===== src/verilog/irq_pm_pkg.sv =====
// constants shared by the interrupt dispatch and power-mode block
// assumes one 100 MHz clock and a plain strobe register port
package irq_pm_pkg;
  localparam int ADDR_W = 24;
  localparam int DATA_W = 32;
  localparam int REG_AW = 4;
  // register offsets
  localparam logic [3:0] OFS_STATUS = 4'h0;
  localparam logic [3:0] OFS_MASK = 4'h1;
  localparam logic [3:0] OFS_TRIG = 4'h2;
  localparam logic [3:0] OFS_TABLE = 4'h3;
  localparam logic [3:0] OFS_POWER = 4'h4;
  localparam logic [3:0] OFS_VECTOR = 4'h5;
  localparam logic [3:0] OFS_TRAP = 4'h6;
  // power register field positions
  localparam int PWR_DEEP_BIT = 0;
  localparam int PWR_SLOW_BIT = 1;
  // vector table layout
  localparam int TABLE_ALIGN_W = 8;
  localparam int SLOT_W = 6;
  localparam logic [ADDR_W-1:0] RESET_VECTOR = 24'h000000;
  localparam logic [5:0] SLOT_EXT0 = 6'h01;
  localparam logic [5:0] SLOT_SER_TX = 6'h05;
  localparam logic [5:0] SLOT_SER_RX = 6'h06;
  localparam logic [5:0] SLOT_TIM0 = 6'h09;
  localparam logic [5:0] SLOT_TIM1 = 6'h0A;
  localparam logic [5:0] SLOT_DMA0 = 6'h0B;
  localparam logic [5:0] SLOT_DMA1 = 6'h0C;
  localparam logic [5:0] SLOT_SOFT_FIRST = 6'h20;
  // reset values
  localparam logic [15:0] TABLE_RST = 16'h0000;
  localparam logic [3:0] TRIG_RST = 4'h0;
  localparam logic [9:0] MASK_RST = 10'h000;
  // slow-clock divide ratio
  localparam int SLOW_DIV = 16;
  localparam int N_SRC = 10;
  typedef enum logic [1:0] {PM_RUN, PM_DEEP, PM_WAKE} pm_state_t;
endpackage : irq_pm_pkg


===== src/verilog/ext_irq_detect.sv =====
// one external interrupt detector, edge or level selectable
// assumes the pin is already synchronous to mclk_i
`timescale 1ns/1ps
module ext_irq_detect (
  input wire logic mclk_i,
  input wire logic nrst_i,
  input wire logic pin_i,
  input wire logic edge_mode_i,
  output logic event_o
);
  logic pin_ff;
  logic nxt_pin;
  // ==========================================
  // edge or level decision
  always_comb begin
    nxt_pin = pin_i;
    event_o = edge_mode_i ? (pin_i & ~pin_ff) : pin_i;
  end
  always_ff @(posedge mclk_i or negedge nrst_i) begin
    if (!nrst_i) begin
      pin_ff <= 1'b0;
    end else begin
      pin_ff <= nxt_pin;
    end
  end
endmodule : ext_irq_detect


===== src/verilog/clk_div_en.sv =====
// divider giving a one-cycle enable every DIV clocks
// assumes a single clock; no gated clocks are made
`timescale 1ns/1ps
module clk_div_en #(
  parameter int DIV = 16
) (
  input wire logic mclk_i,
  input wire logic nrst_i,
  input wire logic run_i,
  output logic en_o
);
  localparam int CNT_W = $clog2(DIV);
  localparam logic [CNT_W-1:0] CNT_LAST = CNT_W'(DIV - 1);
  logic [CNT_W-1:0] cnt_ff;
  logic [CNT_W-1:0] nxt_cnt;
  // ==========================================
  // counter wraps and pulses on terminal count
  always_comb begin
    nxt_cnt = run_i ? cnt_ff + 1'b1 : '0;
    if (run_i && cnt_ff == CNT_LAST) begin
      nxt_cnt = '0;
    end
    en_o = run_i && (cnt_ff == CNT_LAST);
  end
  always_ff @(posedge mclk_i or negedge nrst_i) begin
    if (!nrst_i) begin
      cnt_ff <= '0;
    end else begin
      cnt_ff <= nxt_cnt;
    end
  end
endmodule : clk_div_en


===== src/verilog/irq_vector_and_power_modes.sv =====
// interrupt dispatch, vector addressing and power modes
// assumes core acknowledges vectors with vec_ack_i, one clock mclk_i
`timescale 1ns/1ps
// Functional notes
// - external interrupts each selectable edge or level detection
// - table pointer relocatable, base forced to 256-word alignment
// - reset vector always address zero
// - external irqs zero to three at slots 01h to 04h
// - serial transmit at 05h, receive at 06h
// - timer zero at 09h, timer one at 0Ah
// - dma zero at 0Bh, dma one at 0Ch
// - slots 00h, 07h, 08h, 0Dh-1Fh never assigned
// - software traps zero to thirty-one at 20h to 3Fh
// - deep idle stops execution, keeps state, bus outputs idle
// - deep idle holds phase one high, phase three low until wake
// - slow clock mode runs cpu and dma at input clock over 16
module irq_vector_and_power_modes
  import irq_pm_pkg::*;
(
  input wire logic mclk_i,
  input wire logic nrst_i,
  input wire logic [irq_pm_pkg::REG_AW-1:0] addr_i,
  input wire logic [irq_pm_pkg::DATA_W-1:0] wdata_i,
  input wire logic wr_i,
  input wire logic rd_i,
  output logic [irq_pm_pkg::DATA_W-1:0] rdata_o,
  input wire logic [3:0] ext_irq_i,
  input wire logic serial_tx_irq_i,
  input wire logic serial_rx_irq_i,
  input wire logic timer_zero_irq_i,
  input wire logic timer_one_irq_i,
  input wire logic dma_zero_irq_i,
  input wire logic dma_one_irq_i,
  input wire logic vec_ack_i,
  output logic vec_req_o,
  output logic [irq_pm_pkg::ADDR_W-1:0] vec_addr_o,
  output logic cpu_en_o,
  output logic bus_idle_o,
  output logic out_clock_phase_one_o,
  output logic out_clock_phase_three_o,
  output logic irq_o
);
  import irq_pm_pkg::*;

  // ==========================================
  // external detectors
  logic [3:0] ext_evt;
  logic [3:0] trig_ff;
  logic [3:0] nxt_trig;
  genvar gi;
  generate
    for (gi = 0; gi < 4; gi++) begin : g_ext
      ext_irq_detect ext_irq_detect_inst (
        .mclk_i(mclk_i),
        .nrst_i(nrst_i),
        .pin_i(ext_irq_i[gi]),
        .edge_mode_i(trig_ff[gi]),
        .event_o(ext_evt[gi])
      );
    end
  endgenerate

  // ==========================================
  // state
  logic [N_SRC-1:0] status_ff, nxt_status;
  logic [N_SRC-1:0] mask_ff, nxt_mask;
  logic [15:0] table_ff, nxt_table;
  logic slow_ff, nxt_slow;
  logic nxt_deep_req;
  pm_state_t pm_ff, nxt_pm;
  logic vec_req_ff, nxt_vec_req;
  logic [ADDR_W-1:0] vec_addr_ff, nxt_vec_addr;
  logic [4:0] trap_num_ff, nxt_trap_num;
  logic trap_pend_ff, nxt_trap_pend;
  logic [DATA_W-1:0] rdata_ff, nxt_rdata;
  logic ph_ff, nxt_ph;
  logic ph3_ff, nxt_ph3;
  logic cpu_en_ff, nxt_cpu_en;
  logic idle_ff, nxt_idle;
  logic irq_ff, nxt_irq;
  logic slow_en;
  logic [N_SRC-1:0] src;
  logic [N_SRC-1:0] pend;
  logic [5:0] slot;
  logic slot_hit;
  logic wake;

  // slow rate enable; full rate when not in slow mode
  clk_div_en #(
    .DIV(SLOW_DIV)
  ) clk_div_en_inst (
    .mclk_i(mclk_i),
    .nrst_i(nrst_i),
    .run_i(slow_ff),
    .en_o(slow_en)
  );

  // source order: ext0..3, ser tx, ser rx, tim0, tim1, dma0, dma1
  assign src = {dma_one_irq_i, dma_zero_irq_i, timer_one_irq_i,
                timer_zero_irq_i, serial_rx_irq_i, serial_tx_irq_i,
                ext_evt};
  assign pend = status_ff & mask_ff;
  assign wake = |ext_evt;

  // ==========================================
  // slot selection, a pending trap wins, else lowest slot wins
  always_comb begin
    slot = 6'h00;
    slot_hit = 1'b0;
    if (trap_pend_ff) begin
      slot = SLOT_SOFT_FIRST + {1'b0, trap_num_ff};
      slot_hit = 1'b1;
    end else if (|pend[3:0]) begin
      slot_hit = 1'b1;
      for (int i = 3; i >= 0; i--) begin
        if (pend[i]) begin
          slot = SLOT_EXT0 + 6'(i);
        end
      end
    end else if (pend[4]) begin
      slot = SLOT_SER_TX;
      slot_hit = 1'b1;
    end else if (pend[5]) begin
      slot = SLOT_SER_RX;
      slot_hit = 1'b1;
    end else if (pend[6]) begin
      slot = SLOT_TIM0;
      slot_hit = 1'b1;
    end else if (pend[7]) begin
      slot = SLOT_TIM1;
      slot_hit = 1'b1;
    end else if (pend[8]) begin
      slot = SLOT_DMA0;
      slot_hit = 1'b1;
    end else if (pend[9]) begin
      slot = SLOT_DMA1;
      slot_hit = 1'b1;
    end
    // slots 00h, 07h, 08h, 0Dh-1Fh have no source mapped
  end

  // ==========================================
  // registers, dispatch and power modes
  always_comb begin
    nxt_status = status_ff;
    nxt_mask = mask_ff;
    nxt_trig = trig_ff;
    nxt_table = table_ff;
    nxt_slow = slow_ff;
    nxt_deep_req = 1'b0;
    nxt_pm = pm_ff;
    nxt_vec_req = vec_req_ff;
    nxt_vec_addr = vec_addr_ff;
    nxt_trap_num = trap_num_ff;
    nxt_trap_pend = trap_pend_ff;
    nxt_rdata = '0;
    nxt_ph = ph_ff;
    nxt_cpu_en = 1'b0;
    nxt_idle = 1'b0;
    // write-one-to-clear; set below wins
    if (wr_i) begin
      unique case (addr_i)
        OFS_STATUS: nxt_status = status_ff & ~wdata_i[N_SRC-1:0];
        OFS_MASK: nxt_mask = wdata_i[N_SRC-1:0];
        OFS_TRIG: nxt_trig = wdata_i[3:0];
        OFS_TABLE: nxt_table = wdata_i[15:0];
        OFS_POWER: begin
          nxt_slow = wdata_i[PWR_SLOW_BIT];
          nxt_deep_req = wdata_i[PWR_DEEP_BIT];
        end
        OFS_TRAP: begin
          nxt_trap_num = wdata_i[4:0];
          nxt_trap_pend = 1'b1;
        end
        default: ;
      endcase
    end
    nxt_status = nxt_status | src;
    if (rd_i) begin
      unique case (addr_i)
        OFS_STATUS: nxt_rdata = DATA_W'(status_ff);
        OFS_MASK: nxt_rdata = DATA_W'(mask_ff);
        OFS_TRIG: nxt_rdata = DATA_W'(trig_ff);
        OFS_TABLE: nxt_rdata = DATA_W'(table_ff);
        OFS_POWER: nxt_rdata = DATA_W'({slow_ff, pm_ff == PM_DEEP});
        OFS_VECTOR: nxt_rdata = DATA_W'(vec_addr_ff);
        default: nxt_rdata = '0;
      endcase
    end
    unique case (pm_ff)
      PM_RUN: begin
        nxt_cpu_en = slow_ff ? slow_en : 1'b1;
        if (slow_ff) begin
          nxt_ph = slow_en ? ~ph_ff : ph_ff;
        end else begin
          nxt_ph = ~ph_ff;
        end
        if (nxt_deep_req) begin
          nxt_pm = PM_DEEP;
        end
        if (vec_ack_i && vec_req_ff) begin
          nxt_vec_req = 1'b0;
          // retire the slot that was offered, not whatever wins now;
          // a trap written or an event seen in the ack cycle survives
          if (vec_addr_ff[5:0] >= SLOT_SOFT_FIRST) begin
            nxt_trap_pend = wr_i && (addr_i == OFS_TRAP);
          end else begin
            nxt_status = (nxt_status &
              ~(N_SRC'(1) << slot_idx(vec_addr_ff[5:0]))) | src;
          end
        end else if (!vec_req_ff && slot_hit) begin
          nxt_vec_req = 1'b1;
          // aligned base plus slot
          nxt_vec_addr = {table_ff, 2'b00, slot};
        end
      end
      PM_DEEP: begin
        nxt_ph = 1'b1;
        nxt_idle = 1'b1;
        if (wake) begin
          nxt_pm = PM_WAKE;
        end
      end
      PM_WAKE: begin
        // clocks run one cycle before dispatch resumes
        nxt_ph = ~ph_ff;
        nxt_pm = PM_RUN;
      end
      default: nxt_pm = PM_RUN;
    endcase
    nxt_irq = |(nxt_status & nxt_mask);
    nxt_ph3 = ~nxt_ph;
  end

  // slot back to status bit index
  function automatic int slot_idx(input logic [5:0] s);
    int r;
    r = 0;
    unique case (s)
      SLOT_SER_TX: r = 4;
      SLOT_SER_RX: r = 5;
      SLOT_TIM0: r = 6;
      SLOT_TIM1: r = 7;
      SLOT_DMA0: r = 8;
      SLOT_DMA1: r = 9;
      default: r = int'(s) - int'(SLOT_EXT0);
    endcase
    return r;
  endfunction : slot_idx

  always_ff @(posedge mclk_i or negedge nrst_i) begin
    if (!nrst_i) begin
      status_ff <= '0;
      mask_ff <= MASK_RST;
      trig_ff <= TRIG_RST;
      table_ff <= TABLE_RST;
      slow_ff <= 1'b0;
      pm_ff <= PM_RUN;
      vec_req_ff <= 1'b0;
      vec_addr_ff <= RESET_VECTOR;
      trap_num_ff <= '0;
      trap_pend_ff <= 1'b0;
      rdata_ff <= '0;
      ph_ff <= 1'b1;
      ph3_ff <= 1'b0;
      cpu_en_ff <= 1'b0;
      idle_ff <= 1'b0;
      irq_ff <= 1'b0;
    end else begin
      status_ff <= nxt_status;
      mask_ff <= nxt_mask;
      trig_ff <= nxt_trig;
      table_ff <= nxt_table;
      slow_ff <= nxt_slow;
      pm_ff <= nxt_pm;
      vec_req_ff <= nxt_vec_req;
      vec_addr_ff <= nxt_vec_addr;
      trap_num_ff <= nxt_trap_num;
      trap_pend_ff <= nxt_trap_pend;
      rdata_ff <= nxt_rdata;
      ph_ff <= nxt_ph;
      ph3_ff <= nxt_ph3;
      cpu_en_ff <= nxt_cpu_en;
      idle_ff <= nxt_idle;
      irq_ff <= nxt_irq;
    end
  end

  // phase three has its own flop so every output leaves a register;
  // it always holds the complement, both frozen in deep idle
  assign rdata_o = rdata_ff;
  assign vec_req_o = vec_req_ff;
  assign vec_addr_o = vec_addr_ff;
  assign cpu_en_o = cpu_en_ff;
  assign bus_idle_o = idle_ff;
  assign out_clock_phase_one_o = ph_ff;
  assign out_clock_phase_three_o = ph3_ff;
  assign irq_o = irq_ff;
endmodule : irq_vector_and_power_modes


===== config.mk =====
export PLATFORM = sky130hd
export DESIGN_NAME = irq_vector_and_power_modes
export DESIGN_NICKNAME = d
export VERILOG_FILES = /design/src/verilog/irq_pm_pkg.sv /design/src/verilog/ext_irq_detect.sv /design/src/verilog/clk_div_en.sv /design/src/verilog/irq_vector_and_power_modes.sv
export SDC_FILE = /design/constraint.sdc
export NUM_CORES = 1
export LEC_CHECK = 0
export ABC_AREA = 1
export BUFFER_PORTS_ARGS = -buffer_cell sky130_fd_sc_hd__clkbuf_2
export CAP_MARGIN = 30
export CORE_MARGIN = 2
export CORE_UTILIZATION = 45
export CTS_BUF_LIST = sky130_fd_sc_hd__clkbuf_4 sky130_fd_sc_hd__clkbuf_8
export CTS_CLUSTER_DIAMETER = 40
export DETAILED_ROUTE_END_ITERATION = 8
export PLACE_DENSITY = 0.68
export SETUP_SLACK_MARGIN = 0.02
export SYNTH_ARGS = -nofsm -noshare
export SYNTH_HDL_FRONTEND = slang
export SYNTH_SLANG_ARGS = --single-unit

===== constraint.sdc =====
create_clock -name mclk_i -period 2.25 [get_ports mclk_i]
set_input_delay 0.225 -clock mclk_i [delete_from_list [all_inputs] [get_ports mclk_i]]
set_output_delay 0.225 -clock mclk_i [all_outputs]
set_load 0.01 [all_outputs]

==> results by group <==
Synthesis
  • EDFF count, synth: 0
  • Register area share after synthesis: 52.9%
  • Netlist Area Pre-Place: 5160 um^2
  • Yosys warns: 0
  • Distinct cells, synth: 38
  • Synth area leader: dfrtp_1
  • Cells after synthesis: 615
  • Mean post-synth cell area: around 8.4 um^2
  • Post-synth top flop: dfrtp_1
  • Synth top area share: a little over half
  • Number of synthesized register bits: 109
  • Ys async rst share: 100%
  • Area contributors post-synth: dfrtp_1, nand2_1, o21ai_0

Final layout
  • # diodes: 0
  • Final Util: a little over half
  • Area Overhead vs Synth: 19.7%
  • Finished Layout Cells: just under 900
  • Net count, final: just under 800
  • Share of cells above drive strength 1: around 24%
  • Fill count: 1066
  • Most frequent cells in the layout: nand2_1, dfrtp_1, clkbuf_2
  • Most common cell after layout, fill and taps aside: nand2_1

STA
  • Max frequency: approximately 0.47 GHz
  • Fin. Hold Viols: 0
  • Final setup viols: 0
  • Fin Clk Skew: about 0.018 ns
  • Slew Viols, Final: 0
  • Fin Setup TNS: 0 ns
  • RSZ-0062 raised after global routing: false
  • Least-Margin Pin Slew: around 0.50 ns
  • Minimum clock period: between 2 and 2.5 ns
  • Worst rel slew slack: 66.3%
  • Fin crit share: between 90% and 100%
  • Worst Slack Setup Final: 0.122 ns

Setup path
  • Reg2reg setup slack: approximately 0.12 ns
  • CP Launch Type: flop
  • Crit path max fanout: 6
  • Worst R2R Start: vec_addr_o[0]
  • WS Path Type: reg -> reg
  • Required @ worst endpoint: ~2.5 ns
  • CP arrival: around 2.4 ns
  • CP startpoint: vec_addr_o[0]
  • CP Capture Type: flop

Clocking
  • Later-pin clock latency in the skew report: about 0.40 ns
  • Sink Count: between 100 and 150
  • CTS Buf Count: 9
  • H-Tree Depth: 3
  • Max Root-Sink Buffers: 2
  • Reg clk slew, reported paths: 0.10 ns
  • Root Buffer: clkbuf_8
  • TritonCTS clock tree: built

Detailed routing
  • DRC viols: 0
  • WL/cell: 15.6 um
  • Via count: approximately 4500
  • Antenna Violating Nets Remaining: 0
  • Pre-antenna DRT Iters: 5
  • Final WL: 13500 um
  • First DRT Iteration DRCs: 360
  • Vias per inst: 5.16

Placement
  • Post-Place Cells: between 800 and 900
  • GPL Wtd Cong: about 1.0
  • Dpl ws: between 0.08 and 0.09 ns
  • DP Wirelength: between 10000 and 15000 um
  • PortBufs: 86

Floorplanning
  • Initial core utilization: a little under half
  • DIE HEIGHT: about 110 um
  • IO Pins: ~110
  • # rows: 39
  • Die X: roughly 110 um
  • DIE AREA: 12300 um^2
  • Core area: roughly 11000 um^2

Power and ir drop
  • Combinational Power Share: about two fifths
  • Sequential Power Share: between 40% and 50%
  • Peak VDD IR: ~0.53 mV
  • Pwr Density: between 1000 and 1500 nW/um^2
  • Switching pwr: 2860 uW
  • Leak: ~0.0031 uW
  • Cell Int Power: ~3900 uW
  • Clock share of power: 18.7%
  • Switching share of power: roughly 42%

Run status
  • Status: finished clean

Hold path
  • Hold Path Class: in -> reg
  • Hold Crit Start: dma_one_irq_i

Global routing
  • Vias in the first global route: between 4000 and 5000
  • Initial antenna violation count: 0
  • GRT Residual Overflow: 0
  • First-pass GRT wire length: ~22000 um
  • GRT Total Usage: a little under a quarter
  • Largest net degree at the start of global routing: 40

Job
  • Max-cap violation count: 0
==> critical path, stage by stage (launching register included) <==
cell and delay, ns:
dfrtp_1 0.42, buf_6 0.14, ha_2 0.17, nor2_2 0.15, nor2_4 0.07, nand2_4 0.10
nand4_1 0.11, nand2_2 0.19, inv_4 0.07, nor2_4 0.12, nand3_2 0.09, nand3_2 0.09
nand3_2 0.07, nor2_2 0.14, nand3_1 0.10
==> cell usage after synthesis, types with 7 or more instances <==
master	count
clkbuf_1	10
dfrtp_1	108
a21oi_1	19
nand3_1	40
buf_4	12
o22ai_1	7
nand2_1	143
nor2_1	46
nor2_2	11
o21ai_0	62
inv_1	81
nand4_1	7
==> layout make-up <==
type / instances / area, um^2 / share of cell area, %
clock buffers: 11 / 145 / 2.35
clock inverters: 5 / 65.1 / 1.05
inverters: 88 / 335 / 5.43
multi-input cells: 401 / 2070 / 33.4
flip-flops and latches: 109 / 2730 / 44.2
well taps: 143 / 179 / 2.90
repair buffers: 109 / 659 / 10.7
==> logic make-up after synthesis <==
logic type / Yosys count / synth area share, %
and+or+nand+nor: 267 / 22.8
other: 1 / 0.0727
DFF: 109 / 52.9
buffers and inverters: 114 / 9.43
xor gates and xnor gates: 2 / 0.339
muxes: 6 / 1.31
AOI/OAI and AO/OA: 111 / 12.0
adders and majority gates: 5 / 1.21
==> final timing paths <==
check                      depth (start not counted)                         to
setup / recovery                                  14                      irq_o
hold / removal                                     3               status_ff[9]
setup reg to reg                                  14                      irq_o
hold reg to reg                                    1  clk_div_en_inst.cnt_ff[0]
max in group asynchronous                          3      out_clock_phase_one_o
min in group asynchronous                          2                table_ff[0]
==> metal layers <==
metal	vias up	part of all wire, %	track usage [%]
met5	-	0	0
met3	31	5.9	4.70
met2	167	48	37.3
li1	2167	-	-
met4	0	3.0	9.96
met1	2105	44	29.3
==> state kept, by name (all words and copies together), names as in the netlist, 2 cells and up <==
name and count:
rdata_o 24, vec_addr_o 22, table_ff 16, mask_ff 10, status_ff 10, trap_num_ff 5
clk_div_en_inst.cnt_ff 4, g_ext.ext_irq_detect_inst.pin_ff 4, trig_ff 4, pm_ff 2
==> power by group through the flow <==
stage | combinational (uW) | sequential (uW) | clock [uW]
2_1_floorplan | 1590 | 2780 | 0
3_3_place_gp | 2380 | 2780 | 0
3_5_place_dp | 2440 | 2800 | 0
4_1_cts | 2450 | 2760 | 1290
5_1_grt | 3080 | 2830 | 1360
6_report | 2760 | 2770 | 1270
==> per-stage QoR <==
step	power, uW	instance area, um^2	hold WS [ns]
floorplan	4370	5190	-0.0706
global placement	5160	5800	0.217
detailed placement	5230	5800	0.223
CTS	6510	6060	0.0265
global route	7280	6180	0.0448
finish	6800	6180	0.0377
==> repair_timing <==
action | CTS | global route
gates resized for setup | 0 | 24
setup buffers | 0 | 2
hold buffers | 5 | 0
endpoints found under the hold margin | 38 | 0
endpoints found under the setup margin | 0 | 1
Note: power is estimated with default switching activity, not from simulation.
